==> config.mk <==
export PLATFORM = sky130hd
export DESIGN_NAME = wwcm_top
export DESIGN_NICKNAME = d
export VERILOG_FILES = /design/src/design/wwcm_pkg.sv /design/src/design/wwcm_hold_timer.sv /design/src/design/wwcm_top.sv
export VERILOG_INCLUDE_DIRS = /design/src /design/src/design
export SDC_FILE = /design/constraint.sdc
export NUM_CORES = 1
export LEC_CHECK = 0
export ABC_AREA = 1
export BUFFER_PORTS_ARGS = -buffer_cell sky130_fd_sc_hd__clkbuf_2
export CAP_MARGIN = 20
export CORE_ASPECT_RATIO = 0.6
export CORE_MARGIN = 2
export CORE_UTILIZATION = 45
export CTS_BUF_LIST = sky130_fd_sc_hd__clkbuf_8
export CTS_CLUSTER_DIAMETER = 150
export DETAILED_ROUTE_END_ITERATION = 7
export GPL_TIMING_DRIVEN = 0
export SLEW_MARGIN = 20
export SYNTH_ARGS = -nofsm -noshare
export SYNTH_HDL_FRONTEND = slang
export SYNTH_HIERARCHICAL = 1
export SYNTH_SLANG_ARGS = --single-unit
export TNS_END_PERCENT = 20
==> constraint.sdc <==
create_clock -name ref_clk_i -period 2.1 [get_ports ref_clk_i]
set_clock_uncertainty 0.2 [all_clocks]
set_input_delay 0.21 -clock ref_clk_i [delete_from_list [all_inputs] [get_ports ref_clk_i]]
set_output_delay 0.21 -clock ref_clk_i [all_outputs]
set_load 0.005 [all_outputs]
==> src/design/wwcm_map.svh <==
// register layout, reset values and timing counts of the watchdog block
// assumes a 100 MHz reference clock and an 8-bit service register
`ifndef WWCM_MAP_SVH
`define WWCM_MAP_SVH

// service register field positions
`define WWCM_WIN_MSB 7
`define WWCM_WIN_LSB 6
`define WWCM_KEY_MSB 5
`define WWCM_KEY_LSB 1
`define WWCM_CM_BIT 0

// fixed key pattern and reset values
`define WWCM_KEY 5'h0c
`define WWCM_WIN_RST 2'h3
`define WWCM_CM_RST 1'h1

// window limits in idle-timer clocks
`define WWCM_LOWER_LIM 17'h0_0800
`define WWCM_UPPER_BASE 17'h0_2000

// reference clock and timing
`define WWCM_CLK_MHZ 100
`define WWCM_HOLD_CYC 24
`define WWCM_CM_TIMEOUT_US 1000

`endif

==> src/design/wwcm_pkg.sv <==
// types shared by the watchdog and clock monitor block
// assumes nothing beyond the map header
package wwcm_pkg;

    typedef enum logic [1:0]
    {
        WD_RUN,
        WD_DRIVE,
        WD_HOLD,
        WD_RELEASE
    } wwcm_wd_state_t;

endpackage

==> src/design/wwcm_hold_timer.sv <==
// counts a fixed number of clocks while enabled
// assumes en_i stays high until done_o has been seen
module wwcm_hold_timer #(
    parameter int N = 24
) (
    input wire logic ref_clk_i,
    input wire logic srst_i,
    input wire logic en_i,
    output logic done_o
);

    logic [$clog2(N+1)-1:0] cnt;

    always_ff @(posedge ref_clk_i)
    begin
        if (srst_i || !en_i)
        begin
            cnt <= '0;
        end
        else if (!done_o)
        begin
            cnt <= cnt + 1'b1;
        end
    end

    assign done_o = en_i && (cnt == ($clog2(N+1))'(N - 1));

endmodule

==> src/design/wwcm_top.sv <==
// windowed watchdog with instruction-clock monitor and open-drain fault pin
// assumes idle_tick_i is a one-cycle enable from the idle timer on ref_clk_i
// and that the fault pin and instruction clock arrive asynchronously
`include "wwcm_map.svh"

module wwcm_top #(
    parameter int CM_TIMEOUT_CYC = `WWCM_CM_TIMEOUT_US * `WWCM_CLK_MHZ
) (
    input wire logic ref_clk_i,
    input wire logic srst_i,
    input wire logic wd_option_n_i,
    input wire logic idle_tick_i,
    input wire logic low_power_i,
    input wire logic boot_rom_entry_i,
    input wire logic svc_wr_i,
    input wire logic [7:0] svc_wdata_i,
    output logic [7:0] svc_rdata_o,
    input wire logic inst_clk_i,
    input wire logic fault_pin_i,
    output logic fault_pin_o,
    output logic fault_pin_oe_o,
    output logic fault_pullup_en_o,
    output wwcm_pkg::wwcm_wd_state_t wd_state_o
);
    import wwcm_pkg::*;

    localparam int CMW = $clog2(CM_TIMEOUT_CYC + 1);

    ////////////////////////////////////////////////////////////////////////
    // pin synchronisers

    logic pin_meta;
    logic pin_s;
    logic ck_meta;
    logic ck_s;
    logic ck_d;

    always_ff @(posedge ref_clk_i)
    begin
        pin_meta <= fault_pin_i;
        pin_s <= pin_meta;
    end

    always_ff @(posedge ref_clk_i)
    begin
        ck_meta <= inst_clk_i;
        ck_s <= ck_meta;
        ck_d <= ck_s;
    end

    ////////////////////////////////////////////////////////////////////////
    // service register state

    wwcm_wd_state_t state;
    logic [1:0] win_sel;
    logic cm_en;
    logic first_done;
    logic lower_waive;
    logic [16:0] win_cnt;
    logic [16:0] upper_lim;
    logic wd_active;
    logic cm_drive;
    logic fault_active;
    logic svc_take;
    logic key_ok;
    logic full_match;
    logic too_early;
    logic svc_ok;
    logic svc_err;
    logic timeout;
    logic boot_svc;
    logic restart;
    logic wd_hold_done;
    logic cm_hold_done;

    assign wd_active = !wd_option_n_i;
    // a low pin counts as asserted so a pin stuck low blocks services
    assign fault_active = (state != WD_RUN) || cm_drive || !pin_s;
    assign svc_take = svc_wr_i && wd_active && !fault_active
        && !low_power_i;
    assign key_ok = svc_wdata_i[`WWCM_KEY_MSB:`WWCM_KEY_LSB]
        == `WWCM_KEY;
    assign full_match = svc_wdata_i == {win_sel, `WWCM_KEY, cm_en};
    assign too_early = (win_cnt < `WWCM_LOWER_LIM) && !lower_waive;
    assign upper_lim = `WWCM_UPPER_BASE << win_sel;

    always_comb
    begin
        svc_ok = 1'b0;
        svc_err = 1'b0;
        if (svc_take)
        begin
            if (!first_done)
            begin
                // the first service may land anywhere in the window
                svc_ok = key_ok;
                svc_err = !key_ok;
            end
            else
            begin
                svc_ok = full_match && !too_early;
                svc_err = !full_match || too_early;
            end
        end
    end

    assign timeout = wd_active && (state == WD_RUN) && !low_power_i
        && idle_tick_i && (win_cnt == upper_lim - 17'h0_0001);
    assign boot_svc = boot_rom_entry_i && wd_active && (state == WD_RUN)
        && !svc_err;
    assign restart = (state == WD_RELEASE) && pin_s;

    always_ff @(posedge ref_clk_i)
    begin
        if (srst_i)
        begin
            win_sel <= `WWCM_WIN_RST;
            cm_en <= `WWCM_CM_RST;
            first_done <= 1'b0;
        end
        else if (svc_ok && !first_done)
        begin
            win_sel <= svc_wdata_i[`WWCM_WIN_MSB:`WWCM_WIN_LSB];
            cm_en <= svc_wdata_i[`WWCM_CM_BIT];
            first_done <= 1'b1;
        end
    end

    // the first service after reset is free of the lower limit
    always_ff @(posedge ref_clk_i)
    begin
        if (srst_i)
        begin
            lower_waive <= 1'b1;
        end
        else if (boot_svc)
        begin
            lower_waive <= 1'b1;
        end
        else if (svc_ok || restart)
        begin
            lower_waive <= 1'b0;
        end
    end

    ////////////////////////////////////////////////////////////////////////
    // window counter

    always_ff @(posedge ref_clk_i)
    begin
        if (srst_i)
        begin
            win_cnt <= '0;
        end
        else if (svc_ok || boot_svc || restart || state != WD_RUN)
        begin
            win_cnt <= '0;
        end
        else if (wd_active && idle_tick_i && !low_power_i)
        begin
            win_cnt <= win_cnt + 17'h0_0001;
        end
    end

    ////////////////////////////////////////////////////////////////////////
    // watchdog fault sequence

    wwcm_hold_timer #(
        .N(`WWCM_HOLD_CYC)
    ) u_wd_hold (
        .ref_clk_i(ref_clk_i),
        .srst_i(srst_i),
        .en_i(state == WD_HOLD),
        .done_o(wd_hold_done)
    );

    always_ff @(posedge ref_clk_i)
    begin
        if (srst_i || !wd_active)
        begin
            state <= WD_RUN;
        end
        else
        begin
            case (state)
                WD_RUN:
                begin
                    if (svc_err || timeout)
                    begin
                        state <= WD_DRIVE;
                    end
                end
                WD_DRIVE:
                begin
                    if (!pin_s)
                    begin
                        state <= WD_HOLD;
                    end
                end
                WD_HOLD:
                begin
                    if (wd_hold_done)
                    begin
                        state <= WD_RELEASE;
                    end
                end
                WD_RELEASE:
                begin
                    if (pin_s)
                    begin
                        state <= WD_RUN;
                    end
                end
                default:
                begin
                    state <= WD_RUN;
                end
            endcase
        end
    end

    ////////////////////////////////////////////////////////////////////////
    // clock monitor
    // no edge of either polarity within the timeout is a failure; 1 ms window sits
    // between the 5 kHz pass and 10 Hz fail figures with wide margin

    logic [CMW-1:0] cm_cnt;
    logic cm_err;
    logic cm_arm;

    always_ff @(posedge ref_clk_i)
    begin
        if (srst_i || (ck_s != ck_d))
        begin
            cm_cnt <= '0;
        end
        else if (cm_cnt != CMW'(CM_TIMEOUT_CYC))
        begin
            cm_cnt <= cm_cnt + 1'b1;
        end
    end

    assign cm_err = cm_cnt == CMW'(CM_TIMEOUT_CYC);
    assign cm_arm = cm_en && wd_active;

    wwcm_hold_timer #(
        .N(`WWCM_HOLD_CYC)
    ) u_cm_hold (
        .ref_clk_i(ref_clk_i),
        .srst_i(srst_i),
        .en_i(cm_drive && !cm_err),
        .done_o(cm_hold_done)
    );

    // monitor runs in halt and idle as well
    always_ff @(posedge ref_clk_i)
    begin
        if (srst_i || !cm_arm)
        begin
            cm_drive <= 1'b0;
        end
        else if (cm_err)
        begin
            cm_drive <= 1'b1;
        end
        else if (cm_hold_done)
        begin
            cm_drive <= 1'b0;
        end
    end

    ////////////////////////////////////////////////////////////////////////
    // pin and read data

    always_ff @(posedge ref_clk_i)
    begin
        if (srst_i)
        begin
            fault_pin_oe_o <= 1'b0;
        end
        else
        begin
            fault_pin_oe_o <= wd_active && (cm_drive
                || state == WD_DRIVE || state == WD_HOLD);
        end
    end

    assign fault_pin_o = 1'b0;
    assign fault_pullup_en_o = wd_active;
    assign wd_state_o = state;

    always_ff @(posedge ref_clk_i)
    begin
        if (srst_i)
        begin
            svc_rdata_o <= 8'h00;
        end
        else
        begin
            svc_rdata_o <= {win_sel, 5'h00, cm_en};
        end
    end
endmodule

* Yosys cells after proc, flatten, opt, wreduce, memory -nomap -nowiden
Cells that the tools add are included.
Widths: inputs -> output; s select.
** Storage, ports and cells
- Flip-flop bits (word level) :: 66
- Bits of input ports :: 17
- Output and inout bits :: 13
- Word-level logic and storage cells :: 107
** Cells by class
- Add/sub/neg operators :: 5
- Order comparisons :: 1
- Equal/unequal tests :: 15
- Shifts and indexed selects :: 1
- Muxes and demuxes :: 11
- Reduce and logical (&&, ||, !) cells :: 56
** Operators with widths (count)
- $add 17x1->17 const B :: 2
- $logic_and 1x1->1 :: 21
- $eq 17x17->1 :: 1
- $eq 17x17->1 const B :: 1
- $lt 17x12->1 const B :: 1
- $ne 17x17->1 const B :: 1
- $shl 14x2->17 const A :: 1
- $sub 17x1->17 const B :: 1
- $logic_or 1x1->1 :: 15
- $logic_not 1->1 :: 14
- $add 5x1->5 const B :: 2
- $eq 5x5->1 const B :: 2
- $eq 8x8->1 :: 1
- $mux 2 :: 4
- $pmux 2 s4 :: 1
- $mux 1 :: 6
- $ne 2x2->1 const B :: 3
- $eq 5x4->1 const B :: 1
- $eq 2x2->1 const B :: 2
- $reduce_and 4->1 :: 1
- $reduce_bool 2->1 :: 2
- $reduce_or 2->1 :: 2
- $eq 2x1->1 const B :: 1
- $logic_not 2->1 :: 1
- other kinds (2) :: 2

* Longest topological paths before layout
- Depth after elaboration :: 13
- Depth in mapped cells :: 12

* Cells and area by module
Netlist, hierarchy kept.
** Modules (own cells, without submodules)
- wwcm_top :: times used 1, cells each 351, area an instance 2741.4 um^2, seq. area each 1021.0 um^2
- wwcm_hold_timer :: times used 2, cells each 40, area an instance 284.0 um^2, seq. area each 100.1 um^2

* Worst setup path before layout
Ideal clock, no wire load.
- Path type :: register to register
- Start point :: reg state[0] (netlist: wd_state_o[0])
- End point :: reg win_cnt[9]
- Arrival :: 1.485 ns
- Path slack :: 0.293 ns
- Stages on the path, launching flop included :: 9
- Path buffers :: 1
- Cells stage by stage :: dfxtp_1 inv_1 ha_1 nand2_1 nor4_4 nand3_4 nand3_4 buf_6 nor3_2
** On the way
- Longest elaborated chain between the ends :: 13
- Elaborated cells between the ends (all ways) :: 18
- Classes of those cells :: 1 x eq/ne; 2 x mux; 15 x reduce/logical
** Ends and longest elaborated chain
- from (decl) :: line wwcm_top.sv:54 : wwcm_wd_state_t state;
- from (signal assigned) :: line wwcm_top.sv:181 : state <= WD_RUN;
- from (signal assigned) :: line wwcm_top.sv:190 : state <= WD_DRIVE;
- from (signal assigned) :: line wwcm_top.sv:197 : state <= WD_HOLD;
- $reduce_bool 2->1 :: line wwcm_top.sv:78, wwcm_top.sv:155
- $logic_or 1x1->1 (2 in series) :: line wwcm_top.sv:78 : assign fault_active = (state != WD_RUN) || cm_drive || !pin_s;
- $logic_not 1->1 :: line wwcm_top.sv:79 : assign svc_take = svc_wr_i && wd_active && !fault_active
- $logic_and 1x1->1 :: line wwcm_top.sv:79
- $logic_and 1x1->1 :: line wwcm_top.sv:80 : && !low_power_i;
- $mux 1 :: line wwcm_top.sv:91 : if (svc_take)
- $logic_not 1->1 :: line wwcm_top.sv:110 : && !svc_err;
- $logic_and 1x1->1 :: line wwcm_top.sv:110
- $logic_or 1x1->1 (2 in series) :: line wwcm_top.sv:155 : else if (svc_ok || boot_svc || restart || state != WD_RUN)
- $logic_or 1x1->1 (*) :: line wwcm_top.sv:155
- $reduce_or 2->1 (no source line) (*)
- to (signal assigned) :: line wwcm_top.sv:161 : win_cnt <= win_cnt + 17'h0_0001;
- to (decl) :: line wwcm_top.sv:59 : logic [16:0] win_cnt;
Mark *: on every way between the ends. The rest lies on a longest branch, timed or not.
A chain may end at the register's enable or synchronous reset.

* Final worst setup path
- Start point :: in wd_option_n_i
- End point :: reg state[0] (netlist: wd_state_o[0])
** On the way
- Longest elaborated chain between the ends :: 8
- Elaborated cells between the ends (all ways) :: 13
- Classes of those cells :: 1 x eq/ne; 1 x mux; 11 x reduce/logical
** Ends and longest elaborated chain
- from (decl) :: line wwcm_top.sv:11 : input wire logic wd_option_n_i,
- $logic_not 1->1 :: line wwcm_top.sv:76 : assign wd_active = !wd_option_n_i;
- $logic_and 1x1->1 (on tied branches) (2 in series) :: line wwcm_top.sv:79, wwcm_top.sv:107
- $logic_and 1x1->1 (on tied branches) :: line wwcm_top.sv:80, wwcm_top.sv:108
- $mux 1 / $logic_and 1x1->1 (equally long branches) :: line wwcm_top.sv:91, wwcm_top.sv:108
- $logic_or 1x1->1 :: line wwcm_top.sv:188 : if (svc_err || timeout)
- $ne 2x1->1 (no source line)
- $reduce_and 4->1 (no source line)
- to (signal assigned) :: line wwcm_top.sv:190
- to (signal assigned) :: line wwcm_top.sv:197
- to (signal assigned) :: line wwcm_top.sv:204 : state <= WD_RELEASE;
Several ways; a longest one is shown, not always the timed one.

==> results.yml <==
outcome:
  status: "complete, no violations"
worst_setup_path:
  slowest_stage: "dlygate4sd3_1"
  crit_fanout: 7
  crit_required_ns: 2.15
  end_kind: "flop"
  crit_type: "in2reg"
  cp.arrival_ns: 2.02
  critPathMaxStageDelay_ns: 0.54
  r2r_slack_ns: 0.14
  crit_path_start_kind: "input port"
  reg2reg_from: "wd_state_o[0]$_SDFFE_PP0P_"
  critical_path.cell_chain: "dlygate4sd3_1 -> clkbuf_2 -> nor2_2 -> nand2_4 -> nor3_2 -> nand2_1 -> nor2_1 -> nor2_1 -> nand2_1 -> nand3_1 -> nand2_1 -> nor2_1"
  r2r_cells: 8
  reg2reg_to: "win_cnt[10]$_SDFFE_PP0P_"
timing:
  rsz0062_at_grt: "yes"
  post-route-period-util_pct: 94.07
  finalCriticalPeriod_ns: 1.976
  setup_viol: 0
  hold_viol: 0
  maxSlewViolCount: 0
  fmax_ghz: 0.5062
synth:
  ys_ff_latch: 61
  syn_area_um2: 3309
  ys_seq_area_share_pct: 36.90
  synthCells: 431
  avgSynthCellArea_um2: 7.678
  ys_types: 36
  yosys_warnings: 6
global_routing:
  grt_pass1_wl_mm: 11.35
  track_usage_pct: 18.28
  antenna_found_initial: 0
  first_global_vias: 2431
  grt_max_degree: 12
  grt.overflow.total: 0
clock_network:
  cts.path.max_buffers: 2
  cts_root_buf: "clkbuf_8"
  cts_tree: "done"
  clk_pin_slew_worst_paths_ns: 0.07
  cts_buffers: 9
  numClockSinks: 61
  clk_latency_ns: 0.35
  ctsHtreeMaxLevel: 3
drt:
  drt_iter0_markers: 124
  wire_per_inst_um: 11.70
  wl_mm: 6.693
  drtPass1Iterations: 4
  via_count: 2720
  ant_nets: 0
  drcViolationCount: 0
  vias_per_cell: 4.755
place:
  port_buffers: 23
  dpl-instance-area_um2: 3557
  hpwlAfterDp_mm: 5.090
  place_congestion: 0.8242
floorplan:
  rows: 24
  dieArea_um2: 8078
  io_pins: 30
  die_w_um: 114.7
  die_h_um: 70.43
  fp.coreArea_um2: 7207
  start_util_pct: 45.92
power:
  power_density_nw_per_um2: 656.8
  ir_worst_vdd_v: 0.0004395
  p_leak_uw: 0.001539
hold_path:
  hold_path.startpoint: "srst_i"
  hold_path_depth: 2
  worstHoldPathType: "in2reg"
  hold_end: "fault_pin_oe_o$_SDFF_PP0_"
finish:
  antennaDiodeCount: 0
  finish.utilization_pct: 53.58
  final_layout_size_suffix_gt1_share_pct: 21.62
  synthToLayoutAreaGrowth_pct: 16.67
  layout.nets: 503
  final_area_um2: 3861
run:
  maxCapViolCount: 0
-- report_power, final --
| group | leakage (uW) | total [uW] | switching, uW | internal (uW) |
|---|---|---|---|---|
| combinational | 0.000932 | 178 | 106 | 71.9 |
| clock | 0.000112 | 1180 | 479 | 697 |
| sequential | 0.000495 | 1180 | 9.80 | 1170 |
| total | 0.00154 | 2540 | 595 | 1940 |
-- cell type report --
type	instances	area, um^2
flip-flops and latches	61	1221
fillers	691	3346
clock buffers	10	137.6
repair buffers	29	175.2
plain buffers	9	81.33
clock inverters	6	86.33
well taps	91	113.9
multi-input cells	301	1802
inverters	65	244.0
-- cell usage in the layout, fill, tap and decap left out, drive strengths merged, types with 11 or more instances in the layout --
cell and instances:
nand2 86, inv 65, dfxtp 61, nor2 56, clkbuf 33, nand3 30
nor3 28, a21oi 21, o21ai 20, nand4 11
-- worst max-delay path, delay by kind of cell --
family | cells | cell delay (ns)
buf+inv | 2 | 0.69
simple gates | 10 | 1.12
-- synth_stat cells (all sizes together) --
master / n / area (um^2)
nand2: 86 / 366.6
inv: 65 / 244.0
dfxtp: 61 / 1221
nor2: 56 / 275.3
nand3: 30 / 200.2
nor3: 28 / 231.5
a21oi: 21 / 105.1
o21ai: 20 / 100.1
nand4: 11 / 68.82
ha: 10 / 125.1
xor2: 10 / 87.58
buf: 9 / 81.32
nand3b: 5 / 37.54
xnor2: 4 / 35.03
nor4: 3 / 48.80
o211ai: 3 / 22.52
or2: 3 / 18.77
a21boi: 2 / 15.01
conb: 1 / 3.750
o21a: 1 / 7.510
o21bai: 1 / 7.510
o22ai: 1 / 6.260
-- worst max path at each step --
| stage | startpoint | to | slack, ns | cells after the start |
|---|---|---|---|---|
| after global routing | cm_cnt[0]$_SDFFE_PP0N_ | cm_drive$_SDFFE_PP0P_ | -0.02 | 9 |
| after global placement | cm_cnt[6]$_SDFFE_PP0N_ | cm_drive$_SDFFE_PP0P_ | 0.02 | 8 |
| after floorplan | wd_state_o[0]$_SDFFE_PP0P_ | win_cnt[9]$_SDFFE_PP0P_ | 0.29 | 8 |
| final | wd_option_n_i | wd_state_o[0]$_SDFFE_PP0P_ | 0.12 | 12 |
| after CTS | wd_state_o[0]$_SDFFE_PP0P_ | win_cnt[0]$_SDFFE_PP0P_ | 0.08 | 8 |
| after detailed placement | cm_cnt[6]$_SDFFE_PP0N_ | cm_drive$_SDFFE_PP0P_ | 0.02 | 8 |
-- timing repair --
action / 4_1_cts / 5_1_grt
hold endpoints to repair: 8 / 0
endpoints found under the setup margin: 1 / 14
hold buffers: 6 / 0
gates resized for setup: 1 / 3
setup buffers: 0 / 0
-- through the flow --
step	TNS, ns	hold slack, ns	total power (uW)	std cells	worst slack (ns)
after floorplan	0	0.03772	1321	436	0.2929
after global placement	0	0.1125	1376	550	0.02178
after detailed placement	0	0.1144	1377	550	0.02475
after CTS	0	0.04375	2572	572	0.07856
after global routing	-0.04023	0.05899	2640	572	-0.01945
final	0	0.06315	2536	572	0.1244
-- flip-flops by register name, indices dropped and copies added (netlist names), 2 cells and up --
| register | count |
|---|---|
| cm_cnt | 17 |
| svc_rdata_o | 3 |
| u_cm_hold/cnt | 5 |
| u_wd_hold/cnt | 5 |
| wd_state_o | 2 |
| win_cnt | 17 |
| win_sel | 2 |
-- metal layers --
metal | vias up | part of all wire, % | track usage (%)
met5 | - | 0 | 0
met3 | 6 | 5.1 | 5.469
met1 | 1192 | 58 | 28.71
met2 | 54 | 36 | 22.42
met4 | 0 | 0.85 | 7.229
li1 | 1468 | - | -
-- cells by family (layout without fill, tap and decap cells) --
kind of cell | Yosys count | count (layout) | synth area share, %
simple gates | 222 | 222 | 37.69
fa+ha+maj | 10 | 10 | 3.781
buf+inv | 74 | 119 | 9.830
compound gates | 49 | 49 | 7.978
other cells | 1 | 6 | 0.1133
xor+xnor | 14 | 14 | 3.705
flops | 61 | 61 | 36.90
No activity file was read; power rests on OpenSTA's default activity.
